==> config.mk <==
export PLATFORM = sky130hd
export DESIGN_NAME = cpu_clock_switch_guard
export DESIGN_NICKNAME = d
export VERILOG_FILES = /design/src/clk_guard_pkg.sv /design/src/clk_guard_if.sv /design/src/stab_timer.sv /design/src/cpu_clock_switch_guard.sv
export SDC_FILE = /design/constraint.sdc
export NUM_CORES = 1
export LEC_CHECK = 0
export BUFFER_PORTS_ARGS = -buffer_cell sky130_fd_sc_hd__clkbuf_2
export CAP_MARGIN = 20
export CORE_AREA = 2 2 101 103
export CTS_CLUSTER_SIZE = 20
export DETAILED_ROUTE_END_ITERATION = 6
export DIE_AREA = 0 0 103 105
export PLACE_DENSITY = 0.73
export SLEW_MARGIN = 20
export SYNTH_ARGS = -nofsm -noshare
export SYNTH_HDL_FRONTEND = slang
export SYNTH_SLANG_ARGS = --single-unit
==> constraint.sdc <==
create_clock -name sys_clk -period 2.8 [get_ports sys_clk]
set_input_delay 0.7 -clock sys_clk [delete_from_list [all_inputs] [get_ports sys_clk]]
set_output_delay 0.7 -clock sys_clk [all_outputs]
set_load 0.01 [all_outputs]
==> src/clk_guard_pkg.sv <==
package clk_guard_pkg;

    // axi4-lite register offsets (byte addresses)
    localparam logic [7:0] CTRL_OFS = 8'h00;
    localparam logic [7:0] SWITCH_OFS = 8'h04;
    localparam logic [7:0] STATUS_OFS = 8'h08;
    localparam logic [7:0] VIOL_OFS = 8'h0C;
    localparam logic [7:0] STAB_OFS = 8'h10;

    // control register fields
    localparam int CTRL_FAST_HALT_BIT = 0;
    localparam int CTRL_MAIN_HALT_BIT = 1;
    localparam int CTRL_SUB_HALT_BIT = 2;
    localparam int CTRL_PIN_MODE_BIT = 3;
    localparam int CTRL_EXT_SEL_BIT = 4;
    localparam int CTRL_MAIN_SRC_BIT = 5;

    // control reset: every oscillator halted except the fast internal one
    localparam logic [31:0] CTRL_RESET = 32'h0000_0006;

    // status register fields
    localparam int STAT_MAIN_SRC_BIT = 0;
    localparam int STAT_CPU_SRC_BIT = 1;
    localparam int STAT_CPU_SEL_LSB = 2;
    localparam int STAT_STABLE_BIT = 5;
    localparam int STAT_BUSY_BIT = 6;

    // violation register fields (sticky, write one to clear)
    localparam int VIOL_HALT_BIT = 0;
    localparam int VIOL_SWITCH_BIT = 1;

    // axi responses
    localparam logic [1:0] RESP_OKAY = 2'b00;
    localparam logic [1:0] RESP_SLVERR = 2'b10;

    // default crystal stabilization time in cycles
    localparam logic [15:0] STAB_RESET = 16'h0100;

    // cpu clock targets
    typedef enum logic [2:0] {
        SRC_FAST_INT = 3'b000,
        SRC_MAIN_XTAL = 3'b001,
        SRC_MAIN_EXT = 3'b010,
        SRC_SUB_XTAL = 3'b011,
        SRC_SUB_EXT = 3'b100
    } clk_src_t;

    function automatic logic is_sub(input logic [2:0] s);
        return (s == SRC_SUB_XTAL) || (s == SRC_SUB_EXT);
    endfunction

endpackage

==> src/clk_guard_if.sv <==
`timescale 1ns/100ps
interface clk_guard_if;
    logic main_osc_halt;
    logic fast_internal_osc_halt;
    logic main_osc_pin_mode;
    logic main_external_input_select;
    logic main_clock_source_status;
    logic [15:0] stab_cycles;
    logic stable;
    modport ctrl (
        output main_osc_halt, fast_internal_osc_halt, main_osc_pin_mode,
        output main_external_input_select, main_clock_source_status, stab_cycles,
        input stable
    );
    modport timer (
        input main_osc_halt, fast_internal_osc_halt, main_osc_pin_mode,
        input main_external_input_select, main_clock_source_status, stab_cycles,
        output stable
    );
endinterface

==> src/stab_timer.sv <==
`timescale 1ns/100ps
module stab_timer (
    input wire logic sys_clk,
    input wire logic rst,
    clk_guard_if.timer g
);
    import clk_guard_pkg::*;

    logic [15:0] count_q;
    logic stable_q;
    logic run;

    // crystal runs only in oscillator pin mode with the crystal input chosen
    assign run = !g.main_osc_halt && g.main_osc_pin_mode && !g.main_external_input_select;

    // count restarts whenever the crystal is halted again
    always_ff @(posedge sys_clk) begin
        if (rst || !run) begin
            count_q <= 16'h0000;
            stable_q <= 1'b0;
        end else if (count_q >= g.stab_cycles) begin
            stable_q <= 1'b1;
        end else begin
            count_q <= count_q + 16'h0001;
        end
    end

    assign g.stable = stable_q;
endmodule

==> src/cpu_clock_switch_guard.sv <==
`timescale 1ns/100ps
module cpu_clock_switch_guard (
    input wire logic sys_clk,
    input wire logic rst,
    input wire logic [7:0] s_axi_awaddr,
    input wire logic s_axi_awvalid,
    output logic s_axi_awready,
    input wire logic [31:0] s_axi_wdata,
    input wire logic [3:0] s_axi_wstrb,
    input wire logic s_axi_wvalid,
    output logic s_axi_wready,
    output logic [1:0] s_axi_bresp,
    output logic s_axi_bvalid,
    input wire logic s_axi_bready,
    input wire logic [7:0] s_axi_araddr,
    input wire logic s_axi_arvalid,
    output logic s_axi_arready,
    output logic [31:0] s_axi_rdata,
    output logic [1:0] s_axi_rresp,
    output logic s_axi_rvalid,
    input wire logic s_axi_rready,
    output logic fast_internal_osc_halt,
    output logic main_osc_halt,
    output logic sub_osc_halt,
    output logic main_osc_pin_mode,
    output logic main_external_input_select,
    output logic main_clock_source_status,
    output logic cpu_clock_source_status,
    output logic [2:0] cpu_clock_select
);
    import clk_guard_pkg::*;

    clk_guard_if g ();

    stab_timer u_stab (
        .sys_clk(sys_clk),
        .rst(rst),
        .g(g.timer)
    );

    logic [5:0] ctrl_q;
    logic [2:0] cpu_sel_q;
    logic [1:0] viol_q;
    logic [15:0] stab_q;
    logic sub_ext_q;
    logic pend_q;
    logic [2:0] pend_tgt_q;

    logic aw_held_q, w_held_q;
    logic [7:0] awaddr_q;
    logic [31:0] wdata_q;
    logic [3:0] wstrb_q;
    logic bvalid_q, rvalid_q;
    logic [1:0] bresp_q, rresp_q;
    logic [31:0] rdata_q;

    logic wr_fire;
    logic main_src_d, cpu_src;
    logic halt_viol, switch_viol;
    logic [5:0] ctrl_d;
    logic switch_req;
    logic [2:0] switch_tgt;
    logic switch_ok;

    // one write landing on one register offset; shared by every register write decode
    function automatic logic wr_hit(input logic fire, input logic [7:0] addr,
                                    input logic [7:0] ofs);
        return fire && addr == ofs;
    endfunction

    assign cpu_src = is_sub(cpu_sel_q);

    // write channel: address and data taken in any order, response after both
    assign s_axi_awready = !aw_held_q && !bvalid_q;
    assign s_axi_wready = !w_held_q && !bvalid_q;
    assign wr_fire = aw_held_q && w_held_q && !bvalid_q;

    always_ff @(posedge sys_clk) begin
        if (rst) begin
            aw_held_q <= 1'b0;
            awaddr_q <= 8'h00;
        end else if (s_axi_awvalid && s_axi_awready) begin
            aw_held_q <= 1'b1;
            awaddr_q <= s_axi_awaddr;
        end else if (wr_fire) begin
            aw_held_q <= 1'b0;
        end
    end

    always_ff @(posedge sys_clk) begin
        if (rst) begin
            w_held_q <= 1'b0;
            wdata_q <= 32'h0000_0000;
            wstrb_q <= 4'h0;
        end else if (s_axi_wvalid && s_axi_wready) begin
            w_held_q <= 1'b1;
            wdata_q <= s_axi_wdata;
            wstrb_q <= s_axi_wstrb;
        end else if (wr_fire) begin
            w_held_q <= 1'b0;
        end
    end

    // control write with halt guard
    always_comb begin
        ctrl_d = ctrl_q;
        halt_viol = 1'b0;
        if (wr_hit(wr_fire, awaddr_q, CTRL_OFS) && wstrb_q[0]) begin
            ctrl_d = wdata_q[5:0];
            main_src_d = wdata_q[CTRL_MAIN_SRC_BIT];
            // main source status may only move while its target runs
            if (main_src_d != ctrl_q[CTRL_MAIN_SRC_BIT]) begin
                if (main_src_d ? ctrl_q[CTRL_MAIN_HALT_BIT]
                               : ctrl_q[CTRL_FAST_HALT_BIT]) begin
                    ctrl_d[CTRL_MAIN_SRC_BIT] = ctrl_q[CTRL_MAIN_SRC_BIT];
                    halt_viol = 1'b1;
                end
            end
            if (ctrl_d[CTRL_FAST_HALT_BIT] && !ctrl_q[CTRL_FAST_HALT_BIT]
                && !(ctrl_d[CTRL_MAIN_SRC_BIT] || cpu_src)) begin
                ctrl_d[CTRL_FAST_HALT_BIT] = 1'b0;
                halt_viol = 1'b1;
            end
            if (ctrl_d[CTRL_MAIN_HALT_BIT] && !ctrl_q[CTRL_MAIN_HALT_BIT]
                && !(!ctrl_d[CTRL_MAIN_SRC_BIT] || cpu_src)) begin
                ctrl_d[CTRL_MAIN_HALT_BIT] = 1'b0;
                halt_viol = 1'b1;
            end
            // pin mode and input select frozen while the main source may be in use
            if (!ctrl_q[CTRL_MAIN_HALT_BIT] && ctrl_q[CTRL_MAIN_SRC_BIT]) begin
                ctrl_d[CTRL_PIN_MODE_BIT] = ctrl_q[CTRL_PIN_MODE_BIT];
                ctrl_d[CTRL_EXT_SEL_BIT] = ctrl_q[CTRL_EXT_SEL_BIT];
            end
            if (ctrl_d[CTRL_SUB_HALT_BIT] && !ctrl_q[CTRL_SUB_HALT_BIT]
                && cpu_src) begin
                ctrl_d[CTRL_SUB_HALT_BIT] = 1'b0;
                halt_viol = 1'b1;
            end
        end else begin
            main_src_d = ctrl_q[CTRL_MAIN_SRC_BIT];
        end
    end

    always_ff @(posedge sys_clk) begin
        if (rst) begin
            ctrl_q <= CTRL_RESET[5:0];
        end else begin
            ctrl_q <= ctrl_d;
        end
    end

    always_ff @(posedge sys_clk) begin
        if (rst) begin
            stab_q <= STAB_RESET;
            sub_ext_q <= 1'b0;
        end else if (wr_hit(wr_fire, awaddr_q, STAB_OFS)) begin
            if (wstrb_q[0]) stab_q[7:0] <= wdata_q[7:0];
            if (wstrb_q[1]) stab_q[15:8] <= wdata_q[15:8];
            if (wstrb_q[2]) sub_ext_q <= wdata_q[16];
        end
    end

    // switch request and its preconditions
    assign switch_req = wr_hit(wr_fire, awaddr_q, SWITCH_OFS) && wstrb_q[0];
    assign switch_tgt = wdata_q[2:0];

    always_comb begin
        switch_ok = 1'b0;
        case (switch_tgt)
            SRC_FAST_INT: switch_ok = !ctrl_q[CTRL_FAST_HALT_BIT]
                && !ctrl_q[CTRL_MAIN_SRC_BIT];
            SRC_MAIN_XTAL: switch_ok = ctrl_q[CTRL_PIN_MODE_BIT]
                && !ctrl_q[CTRL_EXT_SEL_BIT] && !ctrl_q[CTRL_MAIN_HALT_BIT]
                && ctrl_q[CTRL_MAIN_SRC_BIT];
            SRC_MAIN_EXT: switch_ok = ctrl_q[CTRL_PIN_MODE_BIT]
                && ctrl_q[CTRL_EXT_SEL_BIT] && !ctrl_q[CTRL_MAIN_HALT_BIT]
                && ctrl_q[CTRL_MAIN_SRC_BIT];
            SRC_SUB_XTAL: switch_ok = !cpu_src && !ctrl_q[CTRL_SUB_HALT_BIT] && !sub_ext_q;
            SRC_SUB_EXT: switch_ok = !cpu_src && !ctrl_q[CTRL_SUB_HALT_BIT] && sub_ext_q;
            default: switch_ok = 1'b0;
        endcase
        // sub crystal and external sub clock never swap directly
        if (cpu_src && is_sub(switch_tgt) && switch_tgt != cpu_sel_q) begin
            switch_ok = 1'b0;
        end
    end

    assign switch_viol = switch_req && !switch_ok;

    // main crystal target waits for the stabilization timer
    always_ff @(posedge sys_clk) begin
        if (rst) begin
            cpu_sel_q <= SRC_FAST_INT;
            pend_q <= 1'b0;
            pend_tgt_q <= SRC_FAST_INT;
        end else if (pend_q) begin
            if (ctrl_q[CTRL_MAIN_HALT_BIT] || !ctrl_q[CTRL_MAIN_SRC_BIT]) begin
                pend_q <= 1'b0; // abandoned when preconditions drop
            end else if (g.stable) begin
                cpu_sel_q <= pend_tgt_q;
                pend_q <= 1'b0;
            end
        end else if (switch_req && switch_ok) begin
            if (switch_tgt == SRC_MAIN_XTAL && !g.stable) begin
                pend_q <= 1'b1;
                pend_tgt_q <= switch_tgt;
            end else begin
                cpu_sel_q <= switch_tgt;
            end
        end
    end

    // sticky violations: set wins over write-one clear
    always_ff @(posedge sys_clk) begin
        if (rst) begin
            viol_q <= 2'b00;
        end else begin
            viol_q[VIOL_HALT_BIT] <= halt_viol || (viol_q[VIOL_HALT_BIT]
                && !(wr_hit(wr_fire, awaddr_q, VIOL_OFS) && wdata_q[VIOL_HALT_BIT]));
            viol_q[VIOL_SWITCH_BIT] <= switch_viol || (viol_q[VIOL_SWITCH_BIT]
                && !(wr_hit(wr_fire, awaddr_q, VIOL_OFS) && wdata_q[VIOL_SWITCH_BIT]));
        end
    end

    always_ff @(posedge sys_clk) begin
        if (rst) begin
            bvalid_q <= 1'b0;
            bresp_q <= RESP_OKAY;
        end else if (wr_fire) begin
            bvalid_q <= 1'b1;
            bresp_q <= (awaddr_q > STAB_OFS || awaddr_q[1:0] != 2'b00)
                ? RESP_SLVERR : RESP_OKAY;
        end else if (bvalid_q && s_axi_bready) begin
            bvalid_q <= 1'b0;
        end
    end

    // read channel: one cycle from address to data
    assign s_axi_arready = !rvalid_q;

    always_ff @(posedge sys_clk) begin
        if (rst) begin
            rvalid_q <= 1'b0;
            rdata_q <= 32'h0000_0000;
            rresp_q <= RESP_OKAY;
        end else if (s_axi_arvalid && s_axi_arready) begin
            rvalid_q <= 1'b1;
            rresp_q <= RESP_OKAY;
            rdata_q <= 32'h0000_0000;
            case (s_axi_araddr)
                CTRL_OFS: rdata_q <= {26'h0, ctrl_q};
                SWITCH_OFS: rdata_q <= {29'h0, cpu_sel_q};
                STATUS_OFS: rdata_q <= {25'h0, pend_q, g.stable, cpu_sel_q,
                    cpu_src, ctrl_q[CTRL_MAIN_SRC_BIT]};
                VIOL_OFS: rdata_q <= {30'h0, viol_q};
                STAB_OFS: rdata_q <= {15'h0, sub_ext_q, stab_q};
                default: rresp_q <= RESP_SLVERR;
            endcase
        end else if (rvalid_q && s_axi_rready) begin
            rvalid_q <= 1'b0;
        end
    end

    assign s_axi_bvalid = bvalid_q;
    assign s_axi_bresp = bresp_q;
    assign s_axi_rvalid = rvalid_q;
    assign s_axi_rdata = rdata_q;
    assign s_axi_rresp = rresp_q;

    assign g.main_osc_halt = ctrl_q[CTRL_MAIN_HALT_BIT];
    assign g.fast_internal_osc_halt = ctrl_q[CTRL_FAST_HALT_BIT];
    assign g.main_osc_pin_mode = ctrl_q[CTRL_PIN_MODE_BIT];
    assign g.main_external_input_select = ctrl_q[CTRL_EXT_SEL_BIT];
    assign g.main_clock_source_status = ctrl_q[CTRL_MAIN_SRC_BIT];
    assign g.stab_cycles = stab_q;

    assign fast_internal_osc_halt = ctrl_q[CTRL_FAST_HALT_BIT];
    assign main_osc_halt = ctrl_q[CTRL_MAIN_HALT_BIT];
    assign sub_osc_halt = ctrl_q[CTRL_SUB_HALT_BIT];
    assign main_osc_pin_mode = ctrl_q[CTRL_PIN_MODE_BIT];
    assign main_external_input_select = ctrl_q[CTRL_EXT_SEL_BIT];
    assign main_clock_source_status = ctrl_q[CTRL_MAIN_SRC_BIT];
    assign cpu_clock_source_status = cpu_src;
    assign cpu_clock_select = cpu_sel_q;
endmodule

==> results by group <==
Clock tree
  • Hold Buf Count CTS: 0
  • Worst-path clk slew: 0.11 ns
  • Num CTS Buffers: 9
  • CTS Sinks: 100
  • Clock latency on the worst-skew pair: 0.37 ns
  • Post-CTS Setup Repair Bufs: 0
  • Clk root buf: clkbuf_8
  • Clk buf depth: 2
  • Post_cts resized: 0
  • # H-tree levels: 3
  • TritonCTS clock tree: built

Detailed routing
  • DRC: 0
  • Number of vias per cell: 5.30
  • Antenna-violating nets left: 0
  • Drt first-iter violations: 229
  • Routed wire per std cell: 13.5 um
  • DR vias: 4240
  • Routed wire length: 10800 um
  • DRT Pass-1 Iters: 4

Place
  • Count of buffers from port buffering: 76
  • Post-DP Area: 5150 sq um
  • Gpl congestion: 0.852
  • Placed cell count: 784
  • Pre-CTS worst setup slack: 0.266 ns
  • HPWL after detailed placement: 7730 um

Yosys
  • Post-Syn Area: 4710 sq um
  • Seq cells post-synth: 100
  • Synth Area in Simple Gates: 26.3%
  • EDFF count, synth: 0
  • Multiplexer area fraction after synthesis: 2.20%
  • Syn Inst Count: 597
  • Post-synthesis sequential area ratio: 42.5%
  • Primary FF master, synth: dfxtp_1
  • Largest family of logic cells by synthesized area: simple AND/OR/NAND/NOR gates
  • Synth Area in Adders: 4.51%
  • Post-synthesis async set-or-reset flop share: 0%
  • Synth Area in Compound Gates: 17.4%
  • Xor/xnor cell area share of the yosys netlist: 0%
  • Synth Area per Inst: 7.89 sq um
  • Synth unique cells: 49
  • Synth Warn #: 0

STA
  • Final setup fails: 0
  • Final WS setup: 0.503 ns
  • Setup TNS: 0 ns
  • Slew Limit Fails: 0
  • Post-layout min period: 2.30 ns
  • Final critical-path share of the clock period: 82.0%
  • Worst slew pin tran: 0.839 ns
  • Worst Skew: 0.00987 ns
  • Final Hold Viols: 0
  • RSZ-0062 raised after global routing: false
  • Slew headroom: 44.0%
  • Fmax: 435 MHz

Worst setup path
  • Worst setup path start: g.stab_cycles[13]
  • CP max-delay cell: or4_1
  • Critical Path Fanout Max: 33
  • Slowest stage delay, CP: 0.52 ns
  • Startpoint Class: register
  • WP data arrival: 2.61 ns
  • Req. time, crit path: 3.11 ns
  • CP Cell Sequence: inv_1 > ha_1 > nand4_1 > nor3_1 > nor4_1 > o21ai_1 > buf_4 > or4_1 > a21oi_1
  • Reg-to-reg startpoint: g.stab_cycles[13]
  • Kind of critical path: register to register
  • CP Capture Type: register

Layout
  • # diodes: 0
  • Commonest non-fill, non-tap cell in the layout: nand2_1
  • Most frequent cells in the layout: 127 x nand2_1, 100 x dfxtp_1, 85 x a21oi_1
  • Layout area overhead: 13.3%
  • Post-route core utilization: 55.4%
  • Share of cells above drive strength 1: 16.0%
  • Layout Cells excl Fill: 800
  • Number of nets in the layout: 738
  • Design area: 5340 sq um

Hold path
  • Hold_sp: s_axi_rdata[2]
  • Worst Hold Class: register to register

Power and ir drop
  • Max VDD drop: 0.000258 V
  • Pwr dens: 486 nW/um^2
  • Leak: 2.04 nW
  • Switching Share: 27.4%
  • Switch Pwr: 0.711 mW
  • Internal Dissipation: 1.88 mW
  • Comb pwr share: 7.9%
  • Reg power frac: 57.5%
  • Clock Power Share: 34.6%

Die
  • Io pins: 110
  • Initial core utilization: 48.9%
  • Die height: 105 um
  • Row count: 36
  • Core area: 9640 sq um
  • Die area: 10800 sq um
  • Die width: 103 um

Global routing
  • All-Layer GR Usage: 20.9%
  • Largest net degree at the start of global routing: 86
  • Vias in the first global route: 3986
  • Grt ovf: 0
  • Initial antenna violation count: 0
  • First-pass GRT wire length: 18400 um

Job
  • Max cap viols: 0

Run status
  • Outcome: complete, no violations
==> cell type report <==
type / count / area [sq um]
repair buffers: 83 / 445
fillers: 925 / 4300
flip-flops and latches: 100 / 2000
clock inverters: 7 / 66.3
inverters: 25 / 93.8
multi-input cells: 443 / 2440
well taps: 133 / 166
clock buffers: 9 / 124
==> critical path, delay by kind of cell, from the launching register on <==
kind	cells	cell delay, ns
DFF	1	0.39
buffers and inverters	2	0.30
and+or+nand+nor	4	1.01
AOI/OAI and AO/OA	2	0.24
adders and majority gates	1	0.30
==> per-layer routing <==
metal | up-vias | GRT usage, % | wire (um)
li1 | 2171 | - | -
met1 | 1933 | 28.3 | 4970
met2 | 113 | 33.5 | 5020
met3 | 23 | 3.14 | 542
met4 | 0 | 7.71 | 250
met5 | - | 0 | 0
==> kinds of logic after synthesis <==
group / Yosys count
and+or+nand+nor: 257
buffers and inverters: 70
muxes: 10
adders and majority gates: 17
AOI/OAI and AO/OA: 142
other: 1
DFF: 100
==> power by group through the flow <==
stage	sequential (mW)	clock (mW)	combinational, mW
after global routing	1.50	0.968	0.236
final	1.49	0.897	0.204
after global placement	1.52	0	0.201
after CTS	1.49	0.915	0.205
after detailed placement	1.53	0	0.205
after floorplan	1.51	0	0.156
==> state kept, by name (all words and copies together) (netlist names), 2 cells and up <==
register          cells
awaddr_q              8
cpu_clock_select      3
ctrl_q                6
g.stab_cycles        16
pend_tgt_q            3
s_axi_rdata          17
u_stab.count_q       16
viol_q                2
wdata_q              17
wstrb_q               3
==> cell usage after synthesis, types with 9 or more instances <==
| cell type | number | area share (%) |
|---|---|---|
| inv_1 | 25 | 2.0 |
| nor2_1 | 33 | 2.6 |
| nand3_1 | 18 | 1.9 |
| nand2b_1 | 9 | 1.2 |
| dfxtp_1 | 100 | 42 |
| o21ai_0 | 13 | 1.4 |
| buf_4 | 17 | 2.7 |
| o31ai_1 | 10 | 1.6 |
| clkbuf_1 | 24 | 1.9 |
| a21oi_1 | 85 | 9.0 |
| nand2_1 | 127 | 10 |
| or4_1 | 10 | 1.6 |
| ha_1 | 17 | 4.5 |
| or3_1 | 10 | 1.3 |
==> worst paths after layout <==
| kind | cells after the start | end | slack [ns] |
|---|---|---|---|
| min reg2reg | 2 | s_axi_rdata[2] | 0.46 |
| max reg2reg | 9 | u_stab.count_q[14] | 0.50 |
| min | 2 | s_axi_rdata[2] | 0.46 |
| max | 9 | u_stab.count_q[14] | 0.50 |
==> through the flow <==
stage	hold slack, ns	power (mW)
CTS	0.462	2.61
floorplan	0.432	1.67
finish	0.457	2.59
global placement	0.443	1.72
global route	0.479	2.70
detailed placement	0.447	1.73
(Power assumes the default switching activity.)
